<file path="src/common/atef_pkg.sv">
// constants, types and helpers for the timer event-flag block
package atef_pkg;

  // ****************************************************************
  // register map
  // ****************************************************************
  localparam logic [7:0] ATEF_OFF_CTRL   = 8'h00;
  localparam logic [7:0] ATEF_OFF_STATUS = 8'h10;
  localparam logic [7:0] ATEF_OFF_SWEVT  = 8'h14;
  localparam logic [7:0] ATEF_OFF_CM1    = 8'h18;
  localparam logic [7:0] ATEF_OFF_CM2    = 8'h1C;
  localparam logic [7:0] ATEF_OFF_C1DT   = 8'h34;

  localparam logic [1:0] ATEF_RESP_OKAY   = 2'h0;
  localparam logic [1:0] ATEF_RESP_SLVERR = 2'h2;

  localparam logic [15:0] ATEF_RESET_16 = 16'h0000;
  localparam logic [7:0]  ATEF_RESET_8  = 8'h00;

  // ****************************************************************
  // field positions
  // ****************************************************************
  localparam int ATEF_CTRL_OVF_DIS  = 0;
  localparam int ATEF_CTRL_OVF_SRC  = 1;
  localparam int ATEF_CTRL_SUSPEND  = 2;
  localparam int ATEF_CTRL_REINIT   = 3;
  localparam int ATEF_CTRL_TRG_FALL = 4;
  localparam logic [15:0] ATEF_CTRL_MASK = 16'h001F;

  localparam int ATEF_EV_OVF  = 0;
  localparam int ATEF_EV_CH1  = 1;
  localparam int ATEF_EV_HALL = 5;
  localparam int ATEF_EV_TRG  = 6;
  localparam int ATEF_EV_BRK  = 7;

  localparam int ATEF_CM_SLOT  = 8;
  localparam int ATEF_CM_DIR_W = 2;
  localparam int ATEF_CM_OCTRL = 4;
  localparam int ATEF_CM_IFILT = 4;

  // channels with a complementary output
  localparam logic [3:0] ATEF_COMP_MASK = 4'h7;

  typedef enum logic [1:0] {
    ATEF_DIR_OUTPUT = 2'b00,
    ATEF_DIR_IN_A   = 2'b01,
    ATEF_DIR_IN_B   = 2'b10,
    ATEF_DIR_IN_C   = 2'b11
  } atef_dir_t;

  // ****************************************************************
  // byte-lane merge for 16-bit registers
  // ****************************************************************
  function automatic logic [15:0] atef_merge(input logic [15:0] old_v, input logic [15:0] new_v,
                                             input logic [1:0] strb);
    atef_merge = {strb[1] ? new_v[15:8] : old_v[15:8], strb[0] ? new_v[7:0] : old_v[7:0]};
  endfunction : atef_merge

endpackage : atef_pkg

</file>
<file path="src/core/atef_timer_events.sv">
// event flags, software events and channel direction decode of the timer
//
// Our own choices: the address map and the AXI4-Lite interface to the registers.
`timescale 1ns/1ps
`default_nettype none

module atef_timer_events
  import atef_pkg::*;
(
  input  wire logic        aclk,
  input  wire logic        aresetn,
  input  wire logic [7:0]  s_axi_awaddr,
  input  wire logic [2:0]  s_axi_awprot,
  input  wire logic        s_axi_awvalid,
  output logic             s_axi_awready,
  input  wire logic [31:0] s_axi_wdata,
  input  wire logic [3:0]  s_axi_wstrb,
  input  wire logic        s_axi_wvalid,
  output logic             s_axi_wready,
  output logic [1:0]       s_axi_bresp,
  output logic             s_axi_bvalid,
  input  wire logic        s_axi_bready,
  input  wire logic [7:0]  s_axi_araddr,
  input  wire logic [2:0]  s_axi_arprot,
  input  wire logic        s_axi_arvalid,
  output logic             s_axi_arready,
  output logic [31:0]      s_axi_rdata,
  output logic [1:0]       s_axi_rresp,
  output logic             s_axi_rvalid,
  input  wire logic        s_axi_rready,
  input  wire logic        trigger_input,
  input  wire logic        break_input,
  input  wire logic        counter_overflow,
  input  wire logic [3:0]  capture_event,
  input  wire logic [3:0]  compare_event,
  input  wire logic [15:0] capture_value,
  output logic             break_event,
  output logic             trigger_event,
  output logic             hall_event,
  output logic             overflow_event,
  output logic [3:0]       chan_event,
  output logic [3:0]       hall_update,
  output logic             counter_reinit,
  output logic [3:0]       chan_is_input,
  output logic [11:0]      chan_out_ctrl,
  output logic [15:0]      chan_in_filter,
  output logic [15:0]      chan1_compare_value,
  output logic [7:0]       status_flags
);

  // ****************************************************************
  // axi4-lite slave
  // ****************************************************************
  logic        aw_full_reg;
  logic [7:0]  aw_addr_reg;
  logic        w_full_reg;
  logic [31:0] w_data_reg;
  logic [3:0]  w_strb_reg;
  logic        do_write;
  logic        ar_take;
  logic        rd_swevt_reg;
  logic [15:0] ctrl_reg;
  logic [15:0] cm_reg [2];
  logic [15:0] c1dt_reg;
  logic [7:0]  flags_reg;
  logic        trig_prev_reg;

  assign do_write = aw_full_reg && w_full_reg && !s_axi_bvalid;
  assign ar_take  = s_axi_arvalid && s_axi_arready;

  function automatic logic mapped(input logic [7:0] a);
    mapped = (a == ATEF_OFF_CTRL) || (a == ATEF_OFF_STATUS) || (a == ATEF_OFF_SWEVT) ||
             (a == ATEF_OFF_CM1) || (a == ATEF_OFF_CM2) || (a == ATEF_OFF_C1DT);
  endfunction : mapped

  always_ff @(posedge aclk) begin
    if (!aresetn) begin
      aw_full_reg   <= 1'b0;
      aw_addr_reg   <= ATEF_RESET_8;
      s_axi_awready <= 1'b1;
    end else if (s_axi_awvalid && s_axi_awready) begin
      aw_full_reg   <= 1'b1;
      aw_addr_reg   <= s_axi_awaddr;
      s_axi_awready <= 1'b0;
    end else if (do_write) begin
      aw_full_reg <= 1'b0;
    end else if (s_axi_bvalid && s_axi_bready) begin
      s_axi_awready <= 1'b1;
    end
  end

  always_ff @(posedge aclk) begin
    if (!aresetn) begin
      w_full_reg   <= 1'b0;
      w_data_reg   <= {ATEF_RESET_16, ATEF_RESET_16};
      w_strb_reg   <= 4'h0;
      s_axi_wready <= 1'b1;
    end else if (s_axi_wvalid && s_axi_wready) begin
      w_full_reg   <= 1'b1;
      w_data_reg   <= s_axi_wdata;
      w_strb_reg   <= s_axi_wstrb;
      s_axi_wready <= 1'b0;
    end else if (do_write) begin
      w_full_reg <= 1'b0;
    end else if (s_axi_bvalid && s_axi_bready) begin
      s_axi_wready <= 1'b1;
    end
  end

  always_ff @(posedge aclk) begin
    if (!aresetn) begin
      s_axi_bvalid <= 1'b0;
      s_axi_bresp  <= ATEF_RESP_OKAY;
    end else if (do_write) begin
      s_axi_bvalid <= 1'b1;
      s_axi_bresp  <= mapped(aw_addr_reg) ? ATEF_RESP_OKAY : ATEF_RESP_SLVERR;
    end else if (s_axi_bready) begin
      s_axi_bvalid <= 1'b0;
    end
  end

  always_ff @(posedge aclk) begin
    if (!aresetn) begin
      s_axi_arready <= 1'b1;
      s_axi_rvalid  <= 1'b0;
      s_axi_rdata   <= {ATEF_RESET_16, ATEF_RESET_16};
      s_axi_rresp   <= ATEF_RESP_OKAY;
      rd_swevt_reg  <= 1'b0;
    end else if (ar_take) begin
      s_axi_arready <= 1'b0;
      s_axi_rvalid  <= 1'b1;
      s_axi_rresp   <= mapped(s_axi_araddr) ? ATEF_RESP_OKAY : ATEF_RESP_SLVERR;
      rd_swevt_reg  <= (s_axi_araddr == ATEF_OFF_SWEVT);
      case (s_axi_araddr)
        ATEF_OFF_CTRL:   s_axi_rdata <= {ATEF_RESET_16, ctrl_reg};
        ATEF_OFF_STATUS: s_axi_rdata <= {ATEF_RESET_16, ATEF_RESET_8, flags_reg};
        ATEF_OFF_CM1:    s_axi_rdata <= {ATEF_RESET_16, cm_reg[0]};
        ATEF_OFF_CM2:    s_axi_rdata <= {ATEF_RESET_16, cm_reg[1]};
        ATEF_OFF_C1DT:   s_axi_rdata <= {ATEF_RESET_16, c1dt_reg};
        // request bits have already fired, so they read back as zero
        default:         s_axi_rdata <= {ATEF_RESET_16, ATEF_RESET_16};
      endcase
    end else if (s_axi_rvalid && s_axi_rready) begin
      s_axi_arready <= 1'b1;
      s_axi_rvalid  <= 1'b0;
    end
  end

  // ****************************************************************
  // configuration registers
  // ****************************************************************
  logic wr_ctrl;
  logic wr_status;
  logic wr_swevt;
  logic wr_c1dt;
  logic rd_c1dt;

  assign wr_ctrl   = do_write && (aw_addr_reg == ATEF_OFF_CTRL);
  assign wr_status = do_write && (aw_addr_reg == ATEF_OFF_STATUS);
  assign wr_swevt  = do_write && (aw_addr_reg == ATEF_OFF_SWEVT);
  assign wr_c1dt   = do_write && (aw_addr_reg == ATEF_OFF_C1DT);
  assign rd_c1dt   = ar_take && (s_axi_araddr == ATEF_OFF_C1DT);

  always_ff @(posedge aclk) begin
    if (!aresetn) begin
      ctrl_reg <= ATEF_RESET_16;
    end else if (wr_ctrl) begin
      ctrl_reg <= atef_merge(ctrl_reg, w_data_reg[15:0], w_strb_reg[1:0]) & ATEF_CTRL_MASK;
    end
  end

  always_ff @(posedge aclk) begin
    if (!aresetn) begin
      cm_reg[0] <= ATEF_RESET_16;
      cm_reg[1] <= ATEF_RESET_16;
    end else if (do_write && (aw_addr_reg == ATEF_OFF_CM1)) begin
      cm_reg[0] <= atef_merge(cm_reg[0], w_data_reg[15:0], w_strb_reg[1:0]);
    end else if (do_write && (aw_addr_reg == ATEF_OFF_CM2)) begin
      cm_reg[1] <= atef_merge(cm_reg[1], w_data_reg[15:0], w_strb_reg[1:0]);
    end
  end

  // ****************************************************************
  // event generation
  // ****************************************************************
  logic [3:0] is_in;
  logic [7:0] sw_req;
  logic       trig_rise;
  logic       trig_fall;
  logic       trig_evt;
  logic       reinit_evt;
  logic       ovf_evt;
  logic       ovf_dis;
  logic       ovf_src;
  logic [3:0] chan_set;
  logic [7:0] flag_set;
  logic [7:0] flag_clr;

  genvar gi;
  generate
    for (gi = 0; gi < 4; gi++) begin : g_dir
      atef_dir_t dir;
      assign dir = atef_dir_t'(cm_reg[gi / 2][(gi % 2) * ATEF_CM_SLOT +: ATEF_CM_DIR_W]);
      assign is_in[gi] = (dir != ATEF_DIR_OUTPUT);
      assign chan_set[gi] = (is_in[gi] ? capture_event[gi] : compare_event[gi]) | sw_req[ATEF_EV_CH1 + gi];
    end
  endgenerate

  // only lane 0 is taken; the upper byte is reserved and kept zero by software
  assign sw_req = (wr_swevt && w_strb_reg[0]) ? w_data_reg[7:0] : ATEF_RESET_8;

  assign ovf_dis   = ctrl_reg[ATEF_CTRL_OVF_DIS];
  assign ovf_src   = ctrl_reg[ATEF_CTRL_OVF_SRC];
  assign trig_rise = trigger_input && !trig_prev_reg;
  assign trig_fall = !trigger_input && trig_prev_reg;
  assign trig_evt  = (ctrl_reg[ATEF_CTRL_SUSPEND] ? (trig_rise | trig_fall)
                      : (ctrl_reg[ATEF_CTRL_TRG_FALL] ? trig_fall : trig_rise))
                     | sw_req[ATEF_EV_TRG];
  assign reinit_evt = trig_evt && ctrl_reg[ATEF_CTRL_REINIT];
  assign ovf_evt   = !ovf_dis && (counter_overflow
                     || (!ovf_src && (sw_req[ATEF_EV_OVF]
                     || reinit_evt)));

  // follows the pin through reset too, so a high idle level gives no false edge
  always_ff @(posedge aclk) begin
    trig_prev_reg <= trigger_input;
  end

  always_ff @(posedge aclk) begin
    if (!aresetn) begin
      break_event    <= 1'b0;
      trigger_event  <= 1'b0;
      hall_event     <= 1'b0;
      overflow_event <= 1'b0;
      chan_event     <= 4'h0;
      hall_update    <= 4'h0;
      counter_reinit <= 1'b0;
    end else begin
      break_event    <= sw_req[ATEF_EV_BRK] | break_input;
      trigger_event  <= trig_evt;
      hall_event     <= sw_req[ATEF_EV_HALL];
      overflow_event <= ovf_evt;
      chan_event     <= chan_set;
      hall_update    <= sw_req[ATEF_EV_HALL] ? ATEF_COMP_MASK : 4'h0;
      counter_reinit <= reinit_evt;
    end
  end

  // ****************************************************************
  // status flags
  // ****************************************************************
  assign flag_set = {break_input | sw_req[ATEF_EV_BRK], trig_evt, sw_req[ATEF_EV_HALL],
                     chan_set, ovf_evt};

  always_comb begin
    flag_clr = ATEF_RESET_8;
    if (wr_status && w_strb_reg[0]) begin
      flag_clr = ~w_data_reg[7:0];
    end
    // data read only clears the flag of a capturing channel
    if (rd_c1dt && is_in[0]) begin
      flag_clr[ATEF_EV_CH1] = 1'b1;
    end
  end

  // a new event in the clearing cycle keeps its flag
  always_ff @(posedge aclk) begin
    if (!aresetn) begin
      flags_reg <= ATEF_RESET_8;
    end else begin
      flags_reg <= (flags_reg & ~flag_clr) | flag_set;
    end
  end

  always_ff @(posedge aclk) begin
    if (!aresetn) begin
      c1dt_reg <= ATEF_RESET_16;
    end else if (is_in[0] && capture_event[0]) begin
      c1dt_reg <= capture_value;
    end else if (wr_c1dt && !is_in[0]) begin
      c1dt_reg <= atef_merge(c1dt_reg, w_data_reg[15:0], w_strb_reg[1:0]);
    end
  end

  // ****************************************************************
  // channel mode decode
  // ****************************************************************
  generate
    for (gi = 0; gi < 4; gi++) begin : g_mode
      always_ff @(posedge aclk) begin
        if (!aresetn) begin
          chan_is_input[gi]            <= 1'b0;
          chan_out_ctrl[gi * 3 +: 3]   <= 3'h0;
          chan_in_filter[gi * 4 +: 4]  <= 4'h0;
        end else begin
          chan_is_input[gi] <= is_in[gi];
          // the same bits read as compare control or as input filter
          chan_out_ctrl[gi * 3 +: 3] <= is_in[gi] ? 3'h0
                                        : cm_reg[gi / 2][(gi % 2) * ATEF_CM_SLOT + ATEF_CM_OCTRL +: 3];
          chan_in_filter[gi * 4 +: 4] <= is_in[gi]
                                        ? cm_reg[gi / 2][(gi % 2) * ATEF_CM_SLOT + ATEF_CM_IFILT +: 4]
                                        : 4'h0;
        end
      end
    end
  endgenerate

  always_ff @(posedge aclk) begin
    if (!aresetn) begin
      chan1_compare_value <= ATEF_RESET_16;
      status_flags        <= ATEF_RESET_8;
    end else begin
      chan1_compare_value <= c1dt_reg;
      status_flags        <= (flags_reg & ~flag_clr) | flag_set;
    end
  end

  // ****************************************************************
  // assertions
  // ****************************************************************
  a_ovf_sw_event: assert property (@(posedge aclk) disable iff (!aresetn)
    (sw_req[ATEF_EV_OVF] && !ovf_dis && !ovf_src) |=> overflow_event ##1 !overflow_event || $past(ovf_evt))
    else $error("software overflow request gave no overflow event");

  a_trig_reinit: assert property (@(posedge aclk) disable iff (!aresetn)
    (trig_evt && ctrl_reg[ATEF_CTRL_REINIT] && !ovf_dis && !ovf_src) |=> (overflow_event && counter_reinit))
    else $error("trigger reinit gave no overflow event");

  a_ovf_flag_hold: assert property (@(posedge aclk) disable iff (!aresetn)
    (flags_reg[ATEF_EV_OVF] && !flag_clr[ATEF_EV_OVF]) || ovf_evt |=> flags_reg[ATEF_EV_OVF])
    else $error("overflow flag lost without a clear");

  a_c1_capture: assert property (@(posedge aclk) disable iff (!aresetn)
    (is_in[0] && capture_event[0]) |=> (flags_reg[ATEF_EV_CH1] && c1dt_reg == $past(capture_value)))
    else $error("capture did not set channel 1 flag and data");

  a_c1_read_clr: assert property (@(posedge aclk) disable iff (!aresetn)
    (rd_c1dt && is_in[0] && !flag_set[ATEF_EV_CH1]) |=> !flags_reg[ATEF_EV_CH1])
    else $error("data read did not clear channel 1 flag");

  a_c1_out_sticky: assert property (@(posedge aclk) disable iff (!aresetn)
    (!is_in[0] && flags_reg[ATEF_EV_CH1] && !(wr_status && w_strb_reg[0])) |=> flags_reg[ATEF_EV_CH1])
    else $error("output-mode channel 1 flag cleared without software");

  a_zero_clears: assert property (@(posedge aclk) disable iff (!aresetn)
    (wr_status && w_strb_reg[0] && !w_data_reg[ATEF_EV_OVF] && !ovf_evt) |=> !flags_reg[ATEF_EV_OVF])
    else $error("writing zero did not clear the overflow flag");

  a_break_sw: assert property (@(posedge aclk) disable iff (!aresetn)
    sw_req[ATEF_EV_BRK] |=> (break_event && flags_reg[ATEF_EV_BRK]))
    else $error("software break request lost");

  a_hall_mask: assert property (@(posedge aclk) disable iff (!aresetn)
    hall_update == (hall_event ? ATEF_COMP_MASK : 4'h0))
    else $error("hall update reached a channel without complementary output");

  a_suspend_edge: assert property (@(posedge aclk) disable iff (!aresetn)
    (ctrl_reg[ATEF_CTRL_SUSPEND] && trigger_input != trig_prev_reg) |=> trigger_event)
    else $error("edge in suspend mode gave no trigger event");

  a_swevt_zero: assert property (@(posedge aclk) disable iff (!aresetn)
    (s_axi_rvalid && rd_swevt_reg) |-> (s_axi_rdata == {ATEF_RESET_16, ATEF_RESET_16}))
    else $error("software event register read back nonzero");

  a_out_ctrl_dir: assert property (@(posedge aclk) disable iff (!aresetn)
    (chan_out_ctrl[2:0] != 3'h0) |-> (!chan_is_input[0] && chan_in_filter[3:0] == 4'h0))
    else $error("output control shown while channel 1 captures");

endmodule : atef_timer_events

`default_nettype wire

</file>
<file path="config.mk">
export PLATFORM = sky130hd
export DESIGN_NAME = atef_timer_events
export DESIGN_NICKNAME = d
export VERILOG_FILES = /design/src/common/atef_pkg.sv /design/src/core/atef_timer_events.sv
export SDC_FILE = /design/constraint.sdc
export NUM_CORES = 1
export LEC_CHECK = 0
export ABC_AREA = 1
export BUFFER_PORTS_ARGS = -buffer_cell sky130_fd_sc_hd__buf_2
export CAP_MARGIN = 30
export CORE_ASPECT_RATIO = 1.4
export CORE_MARGIN = 10
export CORE_UTILIZATION = 45
export DETAILED_ROUTE_END_ITERATION = 12
export PLACE_DENSITY = 0.71
export SETUP_SLACK_MARGIN = 0.02
export SYNTH_ARGS = -nofsm -noshare
export SYNTH_HDL_FRONTEND = slang
export SYNTH_SLANG_ARGS = --single-unit
export TNS_END_PERCENT = 30
</file>
<file path="constraint.sdc">
create_clock -name aclk -period 3.6 [get_ports aclk]
set_clock_uncertainty 0.1 [all_clocks]
set_input_delay 0.36 -clock aclk [delete_from_list [all_inputs] [get_ports aclk]]
set_output_delay 0.36 -clock aclk [all_outputs]
set_load 0.005 [all_outputs]
</file>
# Word-level counts from Yosys, hierarchy flattened
# Memories as Yosys holds them, arrays and structs flattened.
# Index checks and enable logic that the tools add are counted.
[word_totals] in_bits=92 output_inout_bits=110 reg_bits=160 mem_bits_rw=32 word_cells=179 memories=1
[op_classes] n_mux=44 eq_ne=12 bitwise_logic=14 n_reduce_logical=70
[mem_list] name="cm_reg" depth=2 width=16 read_ports=2 rd_clocked_by_memory_dff=0 wr=2 line_no="atef_timer_events.sv:63" text="logic [15:0] cm_reg [2];"
[op_table] cell="case mux 16 bit (5 select lines)" count=1
[op_table] cell="equality test 8 x 5 -> 1 bit, second input constant" count=8
[op_table] cell="2-to-1 mux 16 bit" count=4
[op_table] cell="2-to-1 mux 8 bit" count=8
[op_table] cell="2-to-1 mux 1 bit" count=28
[op_table] cell="nonzero test 2 bit" count=13
[op_table] cell="logical AND 1 bit" count=24
[op_table] cell="AND reduction 2 bit" count=9
[op_table] cell="equality test 8 x 6 -> 1 bit, second input constant" count=2
[op_table] cell="logical NOT 8 bit" count=2
[op_table] cell="NOT 8 bit" count=2
[op_table] cell="logical OR 1 bit" count=12
[op_table] cell="OR 1 bit" count=9
[op_table] cell="bitwise AND 8 bit" count=1
[op_table] cell="OR 8 bit" count=1
[op_table] cell="OR reduction 2 bit" count=4
[op_table] cell="logical NOT 1 bit" count=6
[op_table] cell="2-to-1 mux 2 bit" count=2
[op_table] cell="!= test 2 x 1 -> 1 bit, second input constant" count=2
[op_table] cell="2-to-1 mux 3 bit" count=1
[op_table] cell="NOT 1 bit" count=1

# Logic depth before layout (Yosys ltp)
# Gate-level depths: netlist of the first run.
[depth] word_depth=12 ltp_mapped=12 depth_no_buf=12

# Worst setup path before layout of the first run
# No wires, ideal clock.
[synth_path] kind="register to register" from="register aw_addr_reg[6]" to="memory cm_reg[0][0] (enable)" slack_ps=1552 n_path_buf=0 path_stages_with_launch=8 arrival_ps=1564 setup_time_ps=384 required_ps=3116 synth_period_minus_slack_ps=2048 cell_sequence="dfxtp_1 > nor2_2 > nand2_2 > nor2_4 > nand2_1 > nor2_2 > inv_1 > o21ai_0"
[synth_rtl] element="start: declaration" line_no="atef_timer_events.sv:55" text="logic [7:0] aw_addr_reg;"
[synth_rtl] element="start signal: assignment" line_no="atef_timer_events.sv:83" text="aw_addr_reg <= s_axi_awaddr;"
[synth_rtl] element="end: declaration" line_no="atef_timer_events.sv:63"

==> results of run 1 <==
layer usage:
layer	share of wire [%]	up-vias	wire length [µm]	GRT usage [%]
li1	-	2778	-	-
met1	40	2567	7550	20.3
met2	49	209	9220	31.0
met3	8.1	38	1530	5.60
met4	2.6	0	489	8.07
met5	0	-	0	0
placed cells by master (no fill, tap or decap), types with 2 or more instances in the layout:
cell and instances:
buf_2 158, a31oi_2 2, nor3_4 2, o22ai_1 3, edfxtp_1 32, nor3_2 3, nand2_2 8, nand4_1 2
inv_6 4, nand2_1 143, conb_1 19, inv_8 4, o21ai_1 5, a31oi_1 9, o21ai_0 70, a21oi_2 5
clkbuf_16 19, a21oi_1 45, diode_2 3, dfxtp_1 138, clkinvlp_4 3, ha_1 2, nand3_1 38, o21ai_2 2
inv_2 6, buf_4 5, nor2_1 71, o211ai_1 5, inv_1 84, nor2_4 7, o21a_1 2, nor2_2 16
nor3_1 7, o211ai_2 2, nand3b_1 2
power by group through the flow:
stage	logic [mW]	clock network [mW]	registers (mW)
2_1_floorplan	0.227	0	2.12
3_3_place_gp	0.353	0	2.12
3_5_place_dp	0.366	0	2.13
4_1_cts	0.369	1.82	2.08
5_1_grt	0.412	1.90	2.09
6_report	0.368	1.80	2.08
per-stage QoR:
stage / utilization [%] / worst slack, ps / power [mW] / instances / hold WS (ps)
global placement: 51.6 / 1220 / 2.48 / 1093 / 332
detailed placement: 51.8 / 1110 / 2.49 / 1094 / 334
finish: 56.0 / 1080 / 4.26 / 1130 / 80.1
global route: 55.9 / 960 / 4.41 / 1128 / 79.3
floorplan: - / 1550 / 2.35 / 793 / 288
CTS: 55.9 / 1080 / 4.28 / 1127 / 71.5
final cells by class:
type	instances	area, µm²
clock inverters	13	118
diodes	3	7.51
flip-flops and latches	170	3720
well taps	189	236
clock buffers	19	475
fillers	1425	6420
repair buffers	165	866
inverters	91	343
multi-input cells	480	2390
what timing repair did:
action                                  CTS  global route
hold endpoints to repair                  1             0
endpoints found under the setup margin    0             0
gates resized for setup                   0             0
hold buffers                              1             0
logic make-up (layout without fill, tap and decap cells):
family,count (synthesis),count (layout),synth area share (%)
other,1,22,0.0558
buffers and inverters,143,288,10.1
flip-flops,170,170,55.4
adder cells (fa/ha/maj),2,2,0.372
AO/OA/AOI/OAI,156,156,13.4
multiplexers,1,1,0.149
AND/OR/NAND/NOR,302,302,20.6
path summary, 6_finish.rpt:
check	startpoint	to	slack, ps	cells after the start
worst max-delay path	s_axi_bvalid	cm_reg[0][16]	1080	5
worst min-delay path	s_axi_awaddr[6]	aw_addr_reg[6]	80	3
worst max register to register	s_axi_bvalid	cm_reg[0][16]	1080	5
worst min register to register	c1dt_reg[6]	chan1_compare_value[6]	350	2
worst max-delay path, cell delays in order (launching register included):
cell,delay (ps)
dfxtp_1,370
nand3b_1,470
nor2_2,130
o21ai_4,610
o21ai_0,170
inv_1,320
==> impl_results.md, run 1 <==
* Number of instances in the synthesized netlist at between 700 and 800
* Critical Path Sink Type: flip-flop
* Die extent in y at 165 µm
* Type of the worst setup path: flip-flop to flip-flop
* Number of flops mapped to enable cells by yosys at 32
* Root buffer selected by CTS: clkbuf_16
* Routed via count divided by cell count at between 4 and 5
* Max IR drop VDD at around 260 µV
* Mean instance size in the synthesized netlist at roughly 8.7 µm²
* Clock insertion delay at the later pin of the skew report at around 430 ps
* Most repeated cell in the gate-level netlist after synthesis: nand2_1
* # Max-Cap Violations at 0
* Number of hold violations in the final report at 0
* Sequential fraction of design power at between 40% and 50%
* Most frequent cells after synthesis: nand2_1, dfxtp_1, inv_1, nor2_1, o21ai_0
* Die area at slightly above 0.02 mm²
* Final layout net count at roughly 1000
* Via count of the first global-routing pass at ~5600
* Net switching fraction of the power at 25.9%
* Post-layout min period at about 2500 ps
* Upper clock frequency limit at 0.397 GHz
* Share of synthesized area occupied by flip-flops and latches at roughly 55%
* DRC violation total after the first TritonRoute iteration at around 360
* Global-route usage over all layers at 18.2%
* Global placement routability congestion at about 0.82
* Max Slew Vio Count at 0
* Area of the core at around 0.015 mm²
* Clock tree from TritonCTS: done
* Final wirelength at ~19000 µm
* Headroom to the max-slew limit at ~46%
* Ports placed on the boundary at just over 200
* Final Cycle Share at between 60% and 70%
* Final setup violation count at 0
* Layout overhead on the synthesized area at 21.3%
* Global-route wire length before repair at between 20000 and 30000 µm
* DR vias at roughly 5600
* Ratio of cells with drive above 1 in the final layout at roughly 27%
* FF+latch count, synth at 170
* Main area contributors after synthesis: dfxtp_1, edfxtp_1, nand2_1, o21ai_0, inv_1
* Wire length per cell at between 15 and 20 µm
* Antenna violations before repair at 2
* Synth async-reset ratio at 0%
* Synth Cell Area at slightly below 0.007 mm²
* Proportion of power drawn by the clock network at a little over two fifths
* Biggest area consumer among synthesized cells: dfxtp_1
* Clock transition time at the flip-flop clock pins of the worst setup and hold paths at 70 ps
* Sum of overflow across all layers after global routing at 0
* Die X-Extent at approximately 120 µm
* Relative contribution of combinational cells to total power at 8.6%
* Yosys synthesis warning count at 0
* Total non-filler cell area in the finished layout at 0.00816 mm²
* Count of clock tree sinks at 170
* Cell area after placement at about 0.0075 mm²
* Clock buffers created by TritonCTS at 17
* Unique masters post-synth at between 40 and 50
* Status: finished, final reports clean
* Std cell rows at 52
* Req. time, crit path at around 3600 ps
* Top cell type's share of synthesized area at about two fifths
* Hpwl dp at approximately 14000 µm
* Highest net fanout along the worst path at 18
* Post-synth top flop: dfxtp_1
* Path type of the worst min-delay path: primary input to flip-flop
* Cell internal pwr at 3.15 mW
* Total net switching power at 1.10 mW
* DR pass1 iterations at 5
* Starting utilization of the core area at between 40 and 50%
* IO Port Bufs at 158
* Maximum number of pins on one net before global-route repair at 51
* Number of H-tree levels at 4
* RSZ-0062 raised after global routing: no
* Number of remaining DRC errors at 0
* Total negative setup slack at 0 ps
* Worst-margin pin slew at 804 ps
* Clock Path Buffers at 2
* Pleak at 3.77 nW
* Flip-flop count of the largest register, all copies and words added at 32
* Remaining antenna violation count after routing at 0
* Post-CTS Setup Bufs at 0
* Areal power density over the cells at roughly 520 mW/mm²
* Crit path DAT at about 2500 ps
* Crit start category: flip-flop
No activity file was read; power rests on OpenSTA's default activity.
==> run 2, diff against run 1 <==
Clock period 3.6 ns to 2.6 ns, I/O delays scaled along.
==> run 2 against run 1 <==
  * Hold slack got worse by 61 ps
  * Utilization increased by 0.76 points
  * Sequential power increased by 39%
  * Clock power increased by 34%
  * Total power increased by 37%
  * Sequential share of layout area decreased by 0.61 points
  * Critical path depth increased by 3
  * Non-clock buffer count increased by 19
  * Largest power group unchanged
==> impl_results.md, run 2 (synthesis gave the netlist of run 1 again) <==
* Worst Reg2Reg Path Length in Cells at 8
* Hpwl dp at 14200 µm
* Post-layout min period at 1960 ps
* Number of hold violations in the final report at 0
* Most common library cell in the layout ignoring fill and taps: buf_2
* Most used cells in the layout excluding fill and tap cells: buf_2, nand2_1, dfxtp_1, inv_1, nor2_1
* CP cell instances: nor2_2 -> nand2_2 -> nor2_4 -> nand3_1 -> nor2_2 -> o21ai_4 -> o21ai_0 -> inv_1
* Hold worst-path end: c1dt_reg[11]
* Remaining antenna violation count after routing at 0
* Root buffer selected by CTS: clkbuf_16
* DRC violation total after the first TritonRoute iteration at 413
* Global placement routability congestion at around 0.86
* Clock insertion delay at the later pin of the skew report at 420 ps
* Final layout net count at 1038
* Clock buffers created by TritonCTS at 17
* Via count of the first global-routing pass at roughly 5600
* RSZ-0062 raised after global routing: no
* Antenna violations before repair at 0
* DR pass1 iterations at 6
* Number of cells traversed by the worst hold path at 3
* Global-route wire length before repair at 28600 µm
* Type of the worst setup path: flip-flop to flip-flop
* Worst path buffer plus inverter count at 1
* # Max-Cap Violations at 0
* Total non-filler cell area in the finished layout at between 0.008 and 0.009 mm²
* Status: finished, final reports clean
* Critical path's most frequent cell: nor2_2
* Count of clock tree sinks at 170
* Die area at roughly 0.02 mm²
* Critical Path Max Stage Delay at 320 ps
* Final Cycle Share at roughly three quarters
* Slack of the worst reg-to-reg path at around 640 ps
* Crit start category: flip-flop
* Final setup violation count at 0
* Final wirelength at 18300 µm
* # resized after CTS at 0
* Worst flop-to-flop path endpoint: cm_reg[0][31]
* Layout overhead on the synthesized area at 23.0%
* Maximum number of pins on one net before global-route repair at 31
* DR vias at ~5600
* R2R Path Start: aw_addr_reg[6]
* Upper clock frequency limit at 0.509 GHz
* Ports placed on the boundary at around 200
* Max IR drop VDD at around 500 µV
* Clock tree from TritonCTS: done
* Flip-flop count of the largest register, all copies and words added at 32
* IO Port Bufs at approximately 160
* Crit path DAT at 1990 ps
* Global-route usage over all layers at between 10% and 20%
* Clock Path Buffers at 2
* Starting utilization of the core area at 46.1%
* Critical path's slowest cell: dfxtp_1
* Critical Path Sink Type: flip-flop
* Sum of overflow across all layers after global routing at 0
* Wire length per cell at 16.0 µm
* Cell family with most CP delay: simple AND/OR/NAND/NOR gates
* Count of cell instances traversed by the critical path at 8
* Headroom to the max-slew limit at between 50% and 60%
* Cell area after placement at ~0.0076 mm²
* Max Slew Vio Count at 0
* Path type of the worst min-delay path: primary input to flip-flop
* Worst-margin pin slew at roughly 710 ps
* Clock transition time at the flip-flop clock pins of the worst setup and hold paths at 70 ps
* Die X-Extent at between 100 and 150 µm
* Highest net fanout along the worst path at 8
* Startpoint of the lowest-slack hold path: capture_value[11]
* Routed via count divided by cell count at approximately 5
* Die extent in y at between 150 and 200 µm
* Std cell rows at 52
* Number of remaining DRC errors at 0
* Ratio of cells with drive above 1 in the final layout at roughly 28%
* Pleak at 3.85 nW
* Req. time, crit path at around 2600 ps
* Total negative setup slack at 0 ps
* Areal power density over the cells at slightly above 700 mW/mm²
* Number of H-tree levels at 4
* Area of the core at about 0.015 mm²
run 2: changes by cell type in the layout (fill, tap and decap cells not counted), sizes merged, moves of 2 or more:
cell / delta
clkinv: +3
buf: +9
diode: -2
clkinvlp: -2
clkbuf: -2
dlygate4sd3: +10
run 2: stage by stage:
step | hold WS, ps | total power [mW] | util, % | std cells | worst slack [ps]
after global routing | 20.2 | 6.05 | 56.7 | 1146 | 445
final | 19.6 | 5.82 | 56.7 | 1147 | 637
after global placement | 300 | 3.44 | 52.1 | 1103 | 600
after CTS | 0.279 | 5.86 | 56.7 | 1146 | 610
after floorplan | 188 | 3.25 | - | 793 | 552
after detailed placement | 299 | 3.45 | 52.1 | 1103 | 633
run 2: power breakdown:
part | total [mW] | leakage (nW) | internal, mW | switching, mW
Sequential | 2.89 | 1.46 | 2.81 | 0.0754
Clock | 2.41 | 0.282 | 1.34 | 1.08
Combinational | 0.520 | 2.10 | 0.193 | 0.327
run 2: metal layers:
layer / track usage (%) / vias to the layer above / routed length [µm]
met4: 8.28 / 0 / 556
met3: 5.06 / 28 / 1650
met2: 30.1 / 230 / 8870
li1: - / 2816 / -
met1: 20.8 / 2504 / 7230
met5: 0 / - / 0
run 2: worst min-delay path, cell delays in order:
cell and delay, ps:
buf_2 90, nand2_1 60, a31oi_1 80
run 2: area by class of cell:
type                            instances  area, µm²
Clock buffer                           17        425
Fill cell                            1393       6310
Multi-Input combinational cell        480       2390
Clock inverter                         15        135
Antenna cell                            1       2.50
Tap cell                              189        236
Sequential cell                       170       3720
Inverter                               91        343
Timing Repair Buffer                  184       1010
run 2: how the worst max path moves through the flow:
stage / start / to / slack (ps)
final: aw_addr_reg[6] / cm_reg[0][31] / 640
after global routing: aw_addr_reg[6] / cm_reg[0][31] / 440
after CTS: aw_addr_reg[6] / cm_reg[0][31] / 610
after detailed placement: aw_addr_reg[6] / cm_reg[0][30] / 630
after global placement: aw_addr_reg[6] / cm_reg[0][30] / 600
after floorplan: aw_addr_reg[6] / cm_reg[0][10] / 550
run 2: repair_timing:
| action | CTS | global route |
|---|---|---|
| setup buffers | 0 | 0 |
| hold buffers | 11 | 0 |
| endpoints found under the hold margin | 11 | 0 |
